[src/logic/mss_pkg.sv]
// Constants, register map and carrier types of the sign supervisor
package mss_pkg;
  localparam int CLK_NS = 10;
  localparam longint TENTH_NS = 100_000_000;
  localparam int TENTH_CYC = int'(TENTH_NS / CLK_NS);
  localparam int TENTHS_PER_SEC = 10;
  localparam int SEC_PER_MIN = 60;
  localparam int SEC_PER_DAY = 86400;
  localparam logic [7:0] PER_MIN = 8'h05;
  localparam logic [7:0] PER_MAX = 8'h32;
  localparam int PIX_TEST_TENTHS = 4;
  localparam int FAN_TEST_TENTHS = 20;
  localparam logic [7:0] HALF_TEMP_F = 8'h82;
  localparam logic [16:0] DAILY_TEST_SEC = 17'h01C20;
  localparam logic [6:0] COMTO_MIN = 7'h01;
  localparam logic [6:0] COMTO_MAX = 7'h3C;
  // Word offsets
  localparam logic [7:0] A_CTRL = 8'h00;
  localparam logic [7:0] A_FLASH = 8'h04;
  localparam logic [7:0] A_ALT = 8'h08;
  localparam logic [7:0] A_TLIM = 8'h0C;
  localparam logic [7:0] A_COMTO = 8'h10;
  localparam logic [7:0] A_EXPIRE = 8'h14;
  localparam logic [7:0] A_TOD = 8'h18;
  localparam logic [7:0] A_STATUS = 8'h1C;
  localparam logic [7:0] A_EVENTS = 8'h20;
  localparam logic [7:0] A_BRT_IDX = 8'h24;
  localparam logic [7:0] A_BRT_DATA = 8'h28;
  localparam logic [7:0] A_PIXLOG = 8'h2C;
  localparam logic [7:0] A_FMASK = 8'h30;
  localparam logic [7:0] A_HEARTBEAT = 8'h34;
  // Reset values
  localparam logic [5:0] CTRL_RST = 6'h00;
  localparam logic [7:0] FLASH_RST = 8'h0A;
  localparam logic [7:0] ALT_RST = 8'h14;
  localparam logic [7:0] SAFE_RST = 8'h78;
  localparam logic [7:0] CRIT_RST = 8'h96;
  localparam logic [6:0] COMTO_RST = 7'h0A;
  // Control bits
  localparam int C_MASTER = 0;
  localparam int C_SHOW = 1;
  localparam int C_ALT = 2;
  localparam int C_PIXREQ = 3;
  localparam int C_FANREQ = 4;
  localparam int C_BLANK = 5;
  // Event bits
  localparam int EV_OT = 0;
  localparam int EV_MFAIL = 1;
  localparam int EV_MREST = 2;
  localparam int EV_DOOR = 3;
  localparam int EV_CRIT = 4;
  localparam int EV_PSU = 5;
  localparam int EV_FAN = 6;
  localparam int EV_PIX = 7;
  localparam int EV_COMM = 8;
  localparam int EV_W = 9;

  typedef enum logic {MSS_LOCAL, MSS_MASTER} mss_mode_t;

  typedef struct packed {
    logic [3:0] ctrl_id;
    logic [7:0] temp_f;
    logic [7:0] photo;
    logic mains_ok;
    logic door_house;
    logic door_cab;
    logic psu_low;
    logic fan_ok;
    logic ctrl_fail;
    logic ups_ok;
    logic beacon;
  } mss_sense_t;

  typedef struct packed {
    logic valid;
    logic dark;
    logic stuck;
    logic [7:0] module_no;
    logic [7:0] column;
    logic [7:0] pixel;
  } mss_pixrb_t;

  typedef struct packed {
    logic blank;
    logic phase;
    logic [31:0] char_hide;
    logic [7:0] duty;
    logic pix_test;
    logic fan_test;
  } mss_disp_t;
endpackage : mss_pkg

[src/logic/mss_top.sv]
// Message sign supervisor: timing, blanking, brightness, tests, traps, AHB-Lite registers
//
// Summary of operation
// - Flash period programmable 0.5 s to 5 s in 0.1 s steps.
// - Alternation period programmable 0.5 s to 5 s in 0.1 s steps.
// - Flash period inside alternation always divides the phase on time.
// - Any character or group of characters may flash, static or alternating.
// - Over-temperature trap once per crossing; rearmed after dropping below limit.
// - Trap whenever mains supply fails.
// - Trap whenever mains power returns.
// - Trap whenever housing or cabinet door opens.
// - Status read returns address, brightness, errors, temperature, supply, origin, beacon, UPS.
// - Blank on power failure or controller failure.
// - Photocell indexes a 256-entry remotely writable brightness table.
// - Pixel test daily and on request, disturbing display under 0.5 s.
// - Pixel test tells dark pixels from stuck-lit pixels.
// - Each defective pixel logged with status, module, column, pixel, until LOG_DEPTH entries are held.
// - Blank above settable critical temperature and report at next poll.
// - Halve brightness once temperature reaches 130 F.
// - Blank the sign when message display time runs out.
// - Master mode only: blank after programmed minutes without communication.
// - Monitor LED supplies; report low voltage at next poll.
// - Fan test daily and on command; report failure at next poll.
// - Time-of-day clock removes message at scheduled time.
// - Clock keeps running through mains outages; display resumes after.
// - Two control modes, master and local.
`timescale 1ns/10ps
`default_nettype none
module mss_top
  import mss_pkg::*;
#(
  parameter int TENTH_CYCLES = TENTH_CYC,
  parameter int LOG_DEPTH = 16
) (
  // Clock and reset
  input wire logic hclk,
  input wire logic hresetn,
  // AHB-Lite slave
  input wire logic hsel,
  input wire logic [31:0] haddr,
  input wire logic [1:0] htrans,
  input wire logic hwrite,
  input wire logic [2:0] hsize,
  input wire logic [31:0] hwdata,
  input wire logic hready,
  output logic hreadyout,
  output logic hresp,
  output logic [31:0] hrdata,
  // Sign sensors and pixel readback
  input wire mss_sense_t sense_i,
  input wire mss_pixrb_t pixrb_i,
  // Display control and traps
  output mss_disp_t disp_o,
  output logic [3:0] trap_pulse
);
  localparam int LW = $clog2(LOG_DEPTH);
  localparam int PIX_LIM = 5 * TENTH_CYCLES;

  typedef enum logic {PT_IDLE, PT_RUN} mss_pt_t;

  function automatic logic [7:0] clamp_per(input logic [7:0] v);
    if (v < PER_MIN) return PER_MIN;
    else if (v > PER_MAX) return PER_MAX;
    else return v;
  endfunction : clamp_per

  // Bus state
  logic wr_pend_r;
  logic [7:0] addr_r;
  logic [31:0] hrdata_r;
  logic accept;
  logic rd_acc;
  logic [31:0] rd_word;
  // Registers
  logic [5:0] ctrl_r;
  logic [7:0] fl_set_r, al_set_r, safe_r, crit_r, brt_idx_r;
  logic [6:0] comto_r;
  logic [16:0] exp_tod_r, tod_r;
  logic exp_en_r, expired_r;
  logic [31:0] fmask_r;
  logic [EV_W-1:0] ev_r, ev_set;
  logic [7:0] tbl [256];
  // Timebase
  logic [31:0] pre_r;
  logic [3:0] tsub_r;
  logic [5:0] msub_r;
  logic [6:0] comm_min_r;
  logic tick, sec_tick, min_tick;
  // Display timing
  logic [7:0] al_cnt_r, fl_cnt_r, fl_eff;
  logic phase_r, blank_r, flash_on;
  logic [31:0] hide_r;
  logic [7:0] duty_r;
  // Monitors
  logic ot_armed_r, mains_d_r;
  logic [1:0] door_d_r;
  logic [3:0] trap_r;
  logic crit, comm_to, blank_nxt, daily;
  // Tests
  mss_pt_t pt_r;
  logic [7:0] pt_cnt_r, fan_cnt_r;
  logic fan_run_r;
  logic [31:0] pt_cyc_r;
  logic [31:0] plog [LOG_DEPTH];
  logic [LW-1:0] wp_r, rp_r;
  logic [LW:0] lcnt_r;
  logic push, pop;
  logic wr_ctrl;

  assign accept = hsel & hready & htrans[1];
  assign rd_acc = accept & ~hwrite;
  assign wr_ctrl = wr_pend_r && addr_r == A_CTRL;
  assign hreadyout = 1'b1;
  assign hresp = 1'b0;
  assign hrdata = hrdata_r;

  always_ff @(posedge hclk or negedge hresetn) begin
    if (!hresetn) begin
      wr_pend_r <= 1'b0;
      addr_r <= 8'h00;
    end else begin
      wr_pend_r <= accept & hwrite;
      addr_r <= accept ? haddr[7:0] : addr_r;
    end
  end

  always_comb begin
    rd_word = 32'h0000_0000;
    unique case (haddr[7:0])
      A_CTRL: rd_word = {26'h0, ctrl_r};
      A_FLASH: rd_word = {24'h0, fl_set_r};
      A_ALT: rd_word = {24'h0, al_set_r};
      A_TLIM: rd_word = {16'h0, crit_r, safe_r};
      A_COMTO: rd_word = {25'h0, comto_r};
      A_EXPIRE: rd_word = {exp_en_r, 14'h0, exp_tod_r};
      A_TOD: rd_word = {15'h0, tod_r};
      A_STATUS: rd_word = {lcnt_r[4:0] & 5'h1F, pt_r == PT_RUN, phase_r, blank_r,
                           sense_i.ups_ok, sense_i.beacon, ctrl_r[C_MASTER],
                           sense_i.mains_ok, sense_i.temp_f, duty_r, sense_i.ctrl_id};
      A_EVENTS: rd_word = {23'h0, ev_r};
      A_BRT_IDX: rd_word = {24'h0, brt_idx_r};
      A_PIXLOG: rd_word = (lcnt_r != '0) ? plog[rp_r] : 32'h0000_0000;
      A_FMASK: rd_word = fmask_r;
      default: rd_word = 32'h0000_0000;
    endcase
  end

  always_ff @(posedge hclk or negedge hresetn) begin
    if (!hresetn) hrdata_r <= 32'h0000_0000;
    else if (rd_acc) hrdata_r <= rd_word;
  end

  // Configuration registers
  always_ff @(posedge hclk or negedge hresetn) begin
    if (!hresetn) begin
      ctrl_r <= CTRL_RST;
      fl_set_r <= FLASH_RST;
      al_set_r <= ALT_RST;
      safe_r <= SAFE_RST;
      crit_r <= CRIT_RST;
      comto_r <= COMTO_RST;
      fmask_r <= 32'h0000_0000;
    end else if (wr_pend_r) begin
      unique case (addr_r)
        A_CTRL: ctrl_r <= hwdata[5:0] & 6'h27; // Test requests do not stick
        A_FLASH: fl_set_r <= clamp_per(hwdata[7:0]);
        A_ALT: al_set_r <= clamp_per(hwdata[7:0]);
        A_TLIM: {crit_r, safe_r} <= hwdata[15:0];
        A_COMTO: comto_r <= (hwdata[6:0] < COMTO_MIN) ? COMTO_MIN :
                            (hwdata[6:0] > COMTO_MAX) ? COMTO_MAX : hwdata[6:0];
        A_FMASK: fmask_r <= hwdata;
        default: ;
      endcase
    end
  end

  // Timebase: tenths, seconds, minutes and time of day
  assign tick = pre_r == 32'(TENTH_CYCLES - 1);
  assign sec_tick = tick && tsub_r == 4'(TENTHS_PER_SEC - 1);
  assign min_tick = sec_tick && msub_r == 6'(SEC_PER_MIN - 1);

  always_ff @(posedge hclk or negedge hresetn) begin
    if (!hresetn) begin
      pre_r <= 32'h0000_0000;
      tsub_r <= 4'h0;
      msub_r <= 6'h00;
    end else begin
      pre_r <= tick ? 32'h0000_0000 : pre_r + 32'h0000_0001;
      if (tick) tsub_r <= sec_tick ? 4'h0 : tsub_r + 4'h1;
      if (sec_tick) msub_r <= min_tick ? 6'h00 : msub_r + 6'h01;
    end
  end

  // Backed-up clock: mains loss does not stop it
  always_ff @(posedge hclk or negedge hresetn) begin
    if (!hresetn) tod_r <= 17'h00000;
    else if (wr_pend_r && addr_r == A_TOD) tod_r <= hwdata[16:0];
    else if (sec_tick) tod_r <= (tod_r == 17'(SEC_PER_DAY - 1)) ? 17'h00000 : tod_r + 17'h00001;
  end

  // Scheduled removal
  always_ff @(posedge hclk or negedge hresetn) begin
    if (!hresetn) begin
      exp_en_r <= 1'b0;
      exp_tod_r <= 17'h00000;
      expired_r <= 1'b0;
    end else begin
      if (wr_pend_r && addr_r == A_EXPIRE) begin
        exp_en_r <= hwdata[31];
        exp_tod_r <= hwdata[16:0];
      end else if (exp_en_r && tod_r == exp_tod_r) begin
        exp_en_r <= 1'b0;
      end
      if (exp_en_r && tod_r == exp_tod_r) expired_r <= 1'b1;
      else if (wr_ctrl && hwdata[C_SHOW]) expired_r <= 1'b0;
    end
  end

  // Communication watchdog, minutes since last heartbeat
  always_ff @(posedge hclk or negedge hresetn) begin
    if (!hresetn) comm_min_r <= 7'h00;
    else if (wr_pend_r && addr_r == A_HEARTBEAT) comm_min_r <= 7'h00;
    else if (min_tick && comm_min_r != 7'h7F) comm_min_r <= comm_min_r + 7'h01;
  end
  assign comm_to = ctrl_r[C_MASTER] == MSS_MASTER && comm_min_r >= comto_r;

  // Flash and alternation
  // With alternation on, a flash period that does not divide the phase falls back to the phase length
  assign fl_eff = (ctrl_r[C_ALT] && (al_set_r % fl_set_r) != 8'h00) ? al_set_r : fl_set_r;
  assign flash_on = fl_cnt_r < {1'b0, fl_eff[7:1]};

  always_ff @(posedge hclk or negedge hresetn) begin
    if (!hresetn) begin
      al_cnt_r <= 8'h00;
      fl_cnt_r <= 8'h00;
      phase_r <= 1'b0;
    end else if (tick) begin
      if (al_cnt_r >= al_set_r - 8'h01) begin
        al_cnt_r <= 8'h00;
        phase_r <= ctrl_r[C_ALT] ? ~phase_r : 1'b0;
        fl_cnt_r <= 8'h00; // Flash restarts with each phase
      end else begin
        al_cnt_r <= al_cnt_r + 8'h01;
        fl_cnt_r <= (fl_cnt_r >= fl_eff - 8'h01) ? 8'h00 : fl_cnt_r + 8'h01;
      end
    end
  end

  // Blanking and brightness
  assign crit = sense_i.temp_f > crit_r;
  assign blank_nxt = !ctrl_r[C_SHOW] | ctrl_r[C_BLANK] | !sense_i.mains_ok | sense_i.ctrl_fail
                     | crit | expired_r | comm_to;

  always_ff @(posedge hclk or negedge hresetn) begin
    if (!hresetn) begin
      blank_r <= 1'b1;
      hide_r <= 32'h0000_0000;
      duty_r <= 8'h00;
    end else begin
      blank_r <= blank_nxt;
      hide_r <= fmask_r & {32{~flash_on}};
      duty_r <= (sense_i.temp_f >= HALF_TEMP_F) ? {1'b0, tbl[sense_i.photo][7:1]}
                                                 : tbl[sense_i.photo];
    end
  end

  // Brightness table, default is a linear ramp
  always_ff @(posedge hclk or negedge hresetn) begin
    if (!hresetn) begin
      brt_idx_r <= 8'h00;
      for (int i = 0; i < 256; i++) tbl[i] <= 8'(i);
    end else if (wr_pend_r && addr_r == A_BRT_IDX) begin
      brt_idx_r <= hwdata[7:0];
    end else if (wr_pend_r && addr_r == A_BRT_DATA) begin
      tbl[brt_idx_r] <= hwdata[7:0];
      brt_idx_r <= brt_idx_r + 8'h01;
    end
  end

  // Trap sources
  always_ff @(posedge hclk or negedge hresetn) begin
    if (!hresetn) begin
      ot_armed_r <= 1'b1;
      mains_d_r <= 1'b1;
      door_d_r <= 2'b00;
      trap_r <= 4'h0;
    end else begin
      if (sense_i.temp_f > safe_r) ot_armed_r <= 1'b0;
      else if (sense_i.temp_f < safe_r) ot_armed_r <= 1'b1;
      mains_d_r <= sense_i.mains_ok;
      door_d_r <= {sense_i.door_house, sense_i.door_cab};
      trap_r <= ev_set[3:0];
    end
  end
  assign trap_pulse = trap_r;

  assign daily = sec_tick && tod_r == DAILY_TEST_SEC;

  always_comb begin
    ev_set = '0;
    ev_set[EV_OT] = ot_armed_r && sense_i.temp_f > safe_r;
    ev_set[EV_MFAIL] = mains_d_r && !sense_i.mains_ok;
    ev_set[EV_MREST] = !mains_d_r && sense_i.mains_ok;
    ev_set[EV_DOOR] = |({sense_i.door_house, sense_i.door_cab} & ~door_d_r);
    ev_set[EV_CRIT] = crit;
    ev_set[EV_PSU] = sense_i.psu_low;
    ev_set[EV_FAN] = fan_run_r && tick && fan_cnt_r == 8'(FAN_TEST_TENTHS - 1)
                     && !sense_i.fan_ok;
    ev_set[EV_PIX] = push;
    ev_set[EV_COMM] = comm_to;
  end

  // Sticky events, write one to clear; a new event beats the clear
  always_ff @(posedge hclk or negedge hresetn) begin
    if (!hresetn) ev_r <= '0;
    else if (wr_pend_r && addr_r == A_EVENTS) ev_r <= (ev_r & ~hwdata[EV_W-1:0]) | ev_set;
    else ev_r <= ev_r | ev_set;
  end

  // Pixel test window
  always_ff @(posedge hclk or negedge hresetn) begin
    if (!hresetn) begin
      pt_r <= PT_IDLE;
      pt_cnt_r <= 8'h00;
    end else begin
      unique case (pt_r)
        PT_IDLE: if ((wr_ctrl && hwdata[C_PIXREQ]) || daily) begin
          pt_r <= PT_RUN;
          pt_cnt_r <= 8'h00;
        end
        PT_RUN: if (tick) begin
          if (pt_cnt_r == 8'(PIX_TEST_TENTHS - 1)) pt_r <= PT_IDLE;
          pt_cnt_r <= pt_cnt_r + 8'h01;
        end
      endcase
    end
  end

  // Defect log
  assign push = pt_r == PT_RUN && pixrb_i.valid && (pixrb_i.dark | pixrb_i.stuck)
                && lcnt_r != (LW+1)'(LOG_DEPTH);
  assign pop = rd_acc && haddr[7:0] == A_PIXLOG && lcnt_r != '0;

  always_ff @(posedge hclk) begin
    if (push) plog[wp_r] <= {pixrb_i.stuck, pixrb_i.dark, 6'h00, pixrb_i.module_no,
                             pixrb_i.column, pixrb_i.pixel};
  end

  always_ff @(posedge hclk or negedge hresetn) begin
    if (!hresetn) begin
      wp_r <= '0;
      rp_r <= '0;
      lcnt_r <= '0;
    end else begin
      if (push) wp_r <= wp_r + 1'b1;
      if (pop) rp_r <= rp_r + 1'b1;
      lcnt_r <= lcnt_r + (LW+1)'(push) - (LW+1)'(pop);
    end
  end

  // Fan test
  always_ff @(posedge hclk or negedge hresetn) begin
    if (!hresetn) begin
      fan_run_r <= 1'b0;
      fan_cnt_r <= 8'h00;
    end else if (!fan_run_r) begin
      fan_run_r <= (wr_ctrl && hwdata[C_FANREQ]) || daily;
      fan_cnt_r <= 8'h00;
    end else if (tick) begin
      fan_run_r <= fan_cnt_r != 8'(FAN_TEST_TENTHS - 1);
      fan_cnt_r <= fan_cnt_r + 8'h01;
    end
  end

  assign disp_o = '{blank: blank_r, phase: phase_r, char_hide: hide_r, duty: duty_r,
                    pix_test: pt_r == PT_RUN, fan_test: fan_run_r};

  // Checks
  always_ff @(posedge hclk or negedge hresetn) begin
    if (!hresetn) pt_cyc_r <= 32'h0000_0000;
    else pt_cyc_r <= (pt_r == PT_RUN) ? pt_cyc_r + 32'h0000_0001 : 32'h0000_0000;
  end
endmodule : mss_top
`default_nettype wire

[config.mk]
export PLATFORM = sky130hd
export DESIGN_NAME = mss_top
export DESIGN_NICKNAME = d
export VERILOG_FILES = /design/src/logic/mss_pkg.sv /design/src/logic/mss_top.sv
export SDC_FILE = /design/constraint.sdc
export NUM_CORES = 2
export LEC_CHECK = 0
export BUFFER_PORTS_ARGS = -buffer_cell sky130_fd_sc_hd__clkbuf_2
export CORE_MARGIN = 1
export CORE_UTILIZATION = 60
export CTS_CLUSTER_SIZE = 16
export DETAILED_ROUTE_END_ITERATION = 8
export PLACE_DENSITY = 0.77
export RECOVER_POWER = 25
export SYNTH_ARGS = -nofsm -noshare
export SYNTH_HDL_FRONTEND = slang
export SYNTH_SLANG_ARGS = --single-unit
[constraint.sdc]
create_clock -name hclk -period 41 [get_ports hclk]
set_input_delay 10.25 -clock hclk [delete_from_list [all_inputs] [get_ports hclk]]
set_output_delay 10.25 -clock hclk [all_outputs]
set_load 0.03 [all_outputs]
; After elaboration in Yosys (flattened, before gate mapping)
; Memory sizes are Yosys's and may differ from the RTL's.
; Index checks and enable logic that the tools add are counted.
[word_totals]
reg_bits = 2363
latch_bits = 0
mem_bits_rw = 416
rom_bits = 0
in_bits = 129
out_inout_bits = 82
elab_cells = 490
n_memories = 1
[classes]
n_addsub = 16
mul = 0
n_div = 1
n_lt_le_gt_ge = 15
eq_ne = 36
n_shift = 0
muxes = 48
n_bitwise = 25
reduce_logical = 55
[memory_table]
columns = memory, depth, word_bits, rd, rd_ports_with_merged_regs, wr, line
row1 = plog, 16, 26, 1, 0, 1, mss_top.sv:104  ; logic [31:0] plog [LOG_DEPTH];
[ops]
columns = operator, n
row1 = $bwmux W2048, 1
row2 = $pmux W32 S12, 1
row3 = $mux W8, 16
row4 = $eq A8 B6 Y1 const B, 9
row5 = $bmux W8 S8, 1
row6 = $demux W8 S8, 1
row7 = $eq A8 B5 Y1 const B, 8
row8 = $mux W32, 2
row9 = $mux W17, 3
row10 = $add A8 B1 Y8 const B, 5
row11 = $add A32 B1 Y32 const B, 1
row12 = $and A32 B32 Y32, 1
row13 = $eq A32 B24 Y1 const B, 1
row14 = $eq A8 B4 Y1 const B, 4
row15 = $logic_and A1 B1 Y1, 29
row16 = $mux W7, 4
row17 = $ge A9 B9 Y1 const B, 2
row18 = $not A8 Y9, 2
row19 = $or A9 B9 Y9, 2
row20 = $reduce_and A2 Y1, 9
row21 = $add A17 B1 Y17 const B, 1
row22 = $eq A17 B13 Y1 const B, 1
row23 = $eq A17 B17 Y1, 1
row24 = $eq A17 B17 Y1 const B, 1
row25 = 46 further kinds, 90

; Longest topological paths before layout
[depth]
ltp_word = 8
ltp_mapped = 65
ltp_nobuf = 63

; Least setup slack after synthesis
; No wires, ideal clock.
[synth_timing]
path_type = input -> register
startpoint = input sense_i[8] (netlist name)
endpoint = register duty_r[1]
setup_time_ns = 0.125
arrival_time_ns = 13.541
required_ns = 40.875
path_slack_ns = 27.335
cell_stages = 8
cell_sequence = clkbuf_1 -> clkbuf_1 -> buf_1 -> mux4_2 -> mux4_2 -> mux4_2 -> mux4_2 -> mux2_2
[synth_between]
elab_chain_cells = 5
[synth_lines]
columns = item, line
row1 = start: declaration, mss_top.sv:50  ; input wire mss_sense_t sense_i,
row2 = $not A8 Y9 (not written as such), "mss_top.sv:262, mss_top.sv:263"
row3 = $bmux W8 S8, "mss_top.sv:262, mss_top.sv:263"
row4 = $mux W8 (not written as such) (2 in series), "mss_top.sv:262, mss_top.sv:263"
row5 = $mux W8, mss_top.sv:262  ; duty_r <= (sense_i.temp_f >= HALF_TEMP_F) ? {1'b0, tbl[sense_i.photo][7:1]}
row6 = end signal: assignment, mss_top.sv:262
row7 = end: declaration, mss_top.sv:93  ; logic [7:0] duty_r;
; Every way passes these cells. The select of a mux whose other input is x is not followed.
; A chain may end at the register's enable or synchronous reset.

==> results.cfg <==
[synthesis]
netlist_top_cells_count = mux2_2 (2140), dfrtp_1 (1322), dfstp_2 (1041)
synth_compound_area_share_pct = 2.537
postSynthNetCount = 8331
synth.yosys.seq_area_share_pct = 56.97
post_synth_xor_area_fraction_pct = 0.6705
synth-seq-cells = 2779
fraction_of_synthesized_cell_area_taken_by_the_top_area_cell_type_pct = 25.84
syn-cell-area_mm2 = 0.1280
number_of_warning_messages_in_the_yosys_log = 0
ys_async_sr_fraction_pct = 85.03
postSynth.topFlopCell = dfrtp_1
synth.mux.area_fraction_pct = 33.08
yosys-top-cells-area = dfrtp_1 (26%), dfstp_2 (21%), mux2_2 (19%)
post_synth_and_or_nand_nor_area_fraction_pct = 3.683
synth-edff-count = 416
main_combinational_cell_family_by_area_after_synthesis = multiplexers
syn-instance-count = 8090
synthDistinctLibCells = 84
synth_top_cell_by_area = dfrtp_1
synth_fa_ha_area_share_pct = 1.106
post-synth-top-count-cell = mux2_2
synthesized_area_per_cell_um2 = 15.82

[min_path]
hold_path_end = ot_armed_r$_DFFE_PN1P_
hold_class = reg2reg
holdCritStartpoint = ot_armed_r$_DFFE_PN1P_
hold_depth = 2

[power_and_ir_drop]
cellLeakagePower_nw = 59.29
power_per_cell_area_mw_per_mm2 = 41.55
worst_ir_drop_vdd_v = 0.00003293

[routing]
drt_first_iter_violations = 6915
drt_wl_total_mm = 314.5
via_per_inst = 6.600
postRouteAntennaNets = 0
mean_routed_wirelength_per_cell_um = 28.16
drc = 30
drt_pass1_iterations = 9
dr_total_vias = 73730

[sta]
worstMarginPinSlew_ns = 8.474
fin_worst_hold_slack_ns = 0.4669
report.final.slew_viol_count = 956
max_frequency_mhz = 49.26
final_hold_viol_count = 0
final.min_clock_period_ns = 20.30
fin_crit_sh_pct = 49.51
rsz0062_at_grt = no
worst_case_headroom_to_the_max_slew_limit_pct = -464.9
report.final.setup_viol = 0
finalClockSkew_ns = 0.06941
tns_ns = 0

[setup_path]
worst-path-max-fanout = 189
depth_of_the_worst_register_to_register_path = 60
r2r_end = fl_cnt_r[3]$_DFFE_PN0P_
timing.critical_path.arrival_ns = 21.21
critical_path.startpoint_type = primary input
worst-r2r-setup-slack_ns = 25.05
path_class = in2async
worstSetupEndpointType = async pin
r2r-start = fl_set_r[7]$_DFFE_PN0P_
cp_data_required_time_ns = 41.91

[clocking]
post_cts_resized = 0
number_of_buffers_inserted_for_hold_repair_after_clock_tree_synthesis = 0
worstSkewPairLatency_ns = 0.97
cts.path.max_buffers = 4
cts_inserted_buffers = 299
clock-root-buffer = clkbuf_16
clock_sink_count = 2779
number_of_levels_the_h_tree_was_split_into = 5
path_clk_slew_ns = 0.06
post-cts-setup-buffer-count = 0
cts_tree = built

[final_layout]
multi_input_area_mm2 = 0.05269
drive_above_1_share_pct = 56.29
end_of_flow_core_utilization_pct = 66.43
num-nets-final = 8350
regArea_mm2 = 0.07294
area_growth_from_synthesis_to_layout_pct = 10.05
fillCellCount = 14080

[status]
outcome = complete, but fails checks
violations_in_the_final_reports = DRC, capacitance limit, slew limit

[die]
std_cell_rows = 169
initial_utilization_pct = 60.36
core_area_mm2 = 0.2121
chipWidth_um = 463.9
pin_count = 211
chipHeight_um = 463.9
die_area_mm2 = 0.2152

[global_routing]
grt_remaining_overflow = 0
grt_max_degree = 198
grt_pass1_vias = 76590
grt.total_usage_pct = 29.67
antenna_violations_before_repair = 15
first_pass_grt_wire_length_mm = 486.0

[placement]
detailed_place_hpwl_mm = 190.4
place.gp.congestion = 0.9129
port-buffer-count = 180

[flow_run]
drv_cap = 11
cell families (layout without fill, tap and decap cells):
kind of cell / after synthesis / count (layout)
other: 2 / 18
adder cells (fa/ha/maj): 112 / 112
multiplexers: 2963 / 2963
AND/OR/NAND/NOR: 1018 / 1018
flip-flops: 2779 / 2779
AO/OA/AOI/OAI: 474 / 474
buffers and inverters: 644 / 887
XOR/XNOR: 98 / 98
where the power goes:
group,total [mW],switching (mW),leakage (nW),internal (mW)
registers,2.85,0.0277,32.6,2.83
clock network,2.68,1.09,4.75,1.59
logic,0.323,0.223,21.9,0.100
total,5.85,1.34,59.3,4.52
per-stage QoR:
step	power, mW	setup slack (ns)	instance area, um^2	instances
5_1_grt	6.034	18.78	140900	11160
6_report	5.853	20.70	140900	11170
4_1_cts	5.895	25.21	141000	11150
3_5_place_dp	3.223	24.58	131400	10630
3_3_place_gp	3.212	24.59	131400	10630
2_1_floorplan	3.089	27.33	128000	8090
sequential cells by signal, summed over array words and instances, names as in the netlist, 9 cells and up:
signal     count
ev_r           9
exp_tod_r     17
fmask_r       32
hide_r        32
hrdata        32
plog         416
pre_r         32
tbl         2048
tod_r         17
worst max-delay path by stage:
stage | slack, ns | start | to
finish | 20.70 | hresetn | hrdata[23]$_DFFE_PN0P_
global route | 18.78 | hresetn | fmask_r[22]$_DFFE_PN0P_
CTS | 25.21 | fl_set_r[7]$_DFFE_PN0P_ | fl_cnt_r[3]$_DFFE_PN0P_
detailed placement | 24.58 | hresetn | hrdata[17]$_DFFE_PN0P_
global placement | 24.59 | sense_i[8] | duty_r[6]$_DFF_PN0_
floorplan | 27.33 | sense_i[8] | duty_r[1]$_DFF_PN0_
critical path: stages:
cell and delay (ns):
clkbuf_1 5.77, buf_12 0.52, buf_4 0.86, buf_4 0.87
buf_4 0.89, buf_4 0.81, buf_4 0.84
cells in the final DEF (no fill, tap or decap), types with 32 or more instances in the layout:
cell,netlist,routed
a21oi_1,83,83
nand2_1,220,220
edfxtp_1,416,416
inv_1,84,84
a21o_1,32,32
mux2_2,2140,2139
clkbuf_2,1,128
ha_1,110,110
mux4_2,800,800
clkbuf_16,0,306
o2111ai_1,35,35
o21ai_0,119,119
nand3_1,111,99
dfrtp_1,1322,1317
nor3_1,46,46
xor2_1,37,37
nor2_1,401,397
clkbuf_1,437,127
dfstp_2,1041,1041
clkbuf_8,0,46
buf_4,9,86
xnor2_1,61,61
clkinv_2,0,48
a22oi_1,47,47
nand4_1,66,66
metal layers:
layer	global-route usage, %	wire, um
met1	43.35	133100
met2	45.57	149800
met3	5.343	21850
met4	9.660	9714
met5	0	23
final cells by class:
type,instances,area share (%)
Inverter,84,0.2238
Clock inverter,97,0.7620
Timing Repair Buffer,278,1.217
Antenna cell,16,0.02842
Tap cell,2821,2.505
Multi-Input combinational cell,4667,37.40
Sequential cell,2779,51.77
Clock buffer,428,6.087
Power figures use the tool's default switching activity.
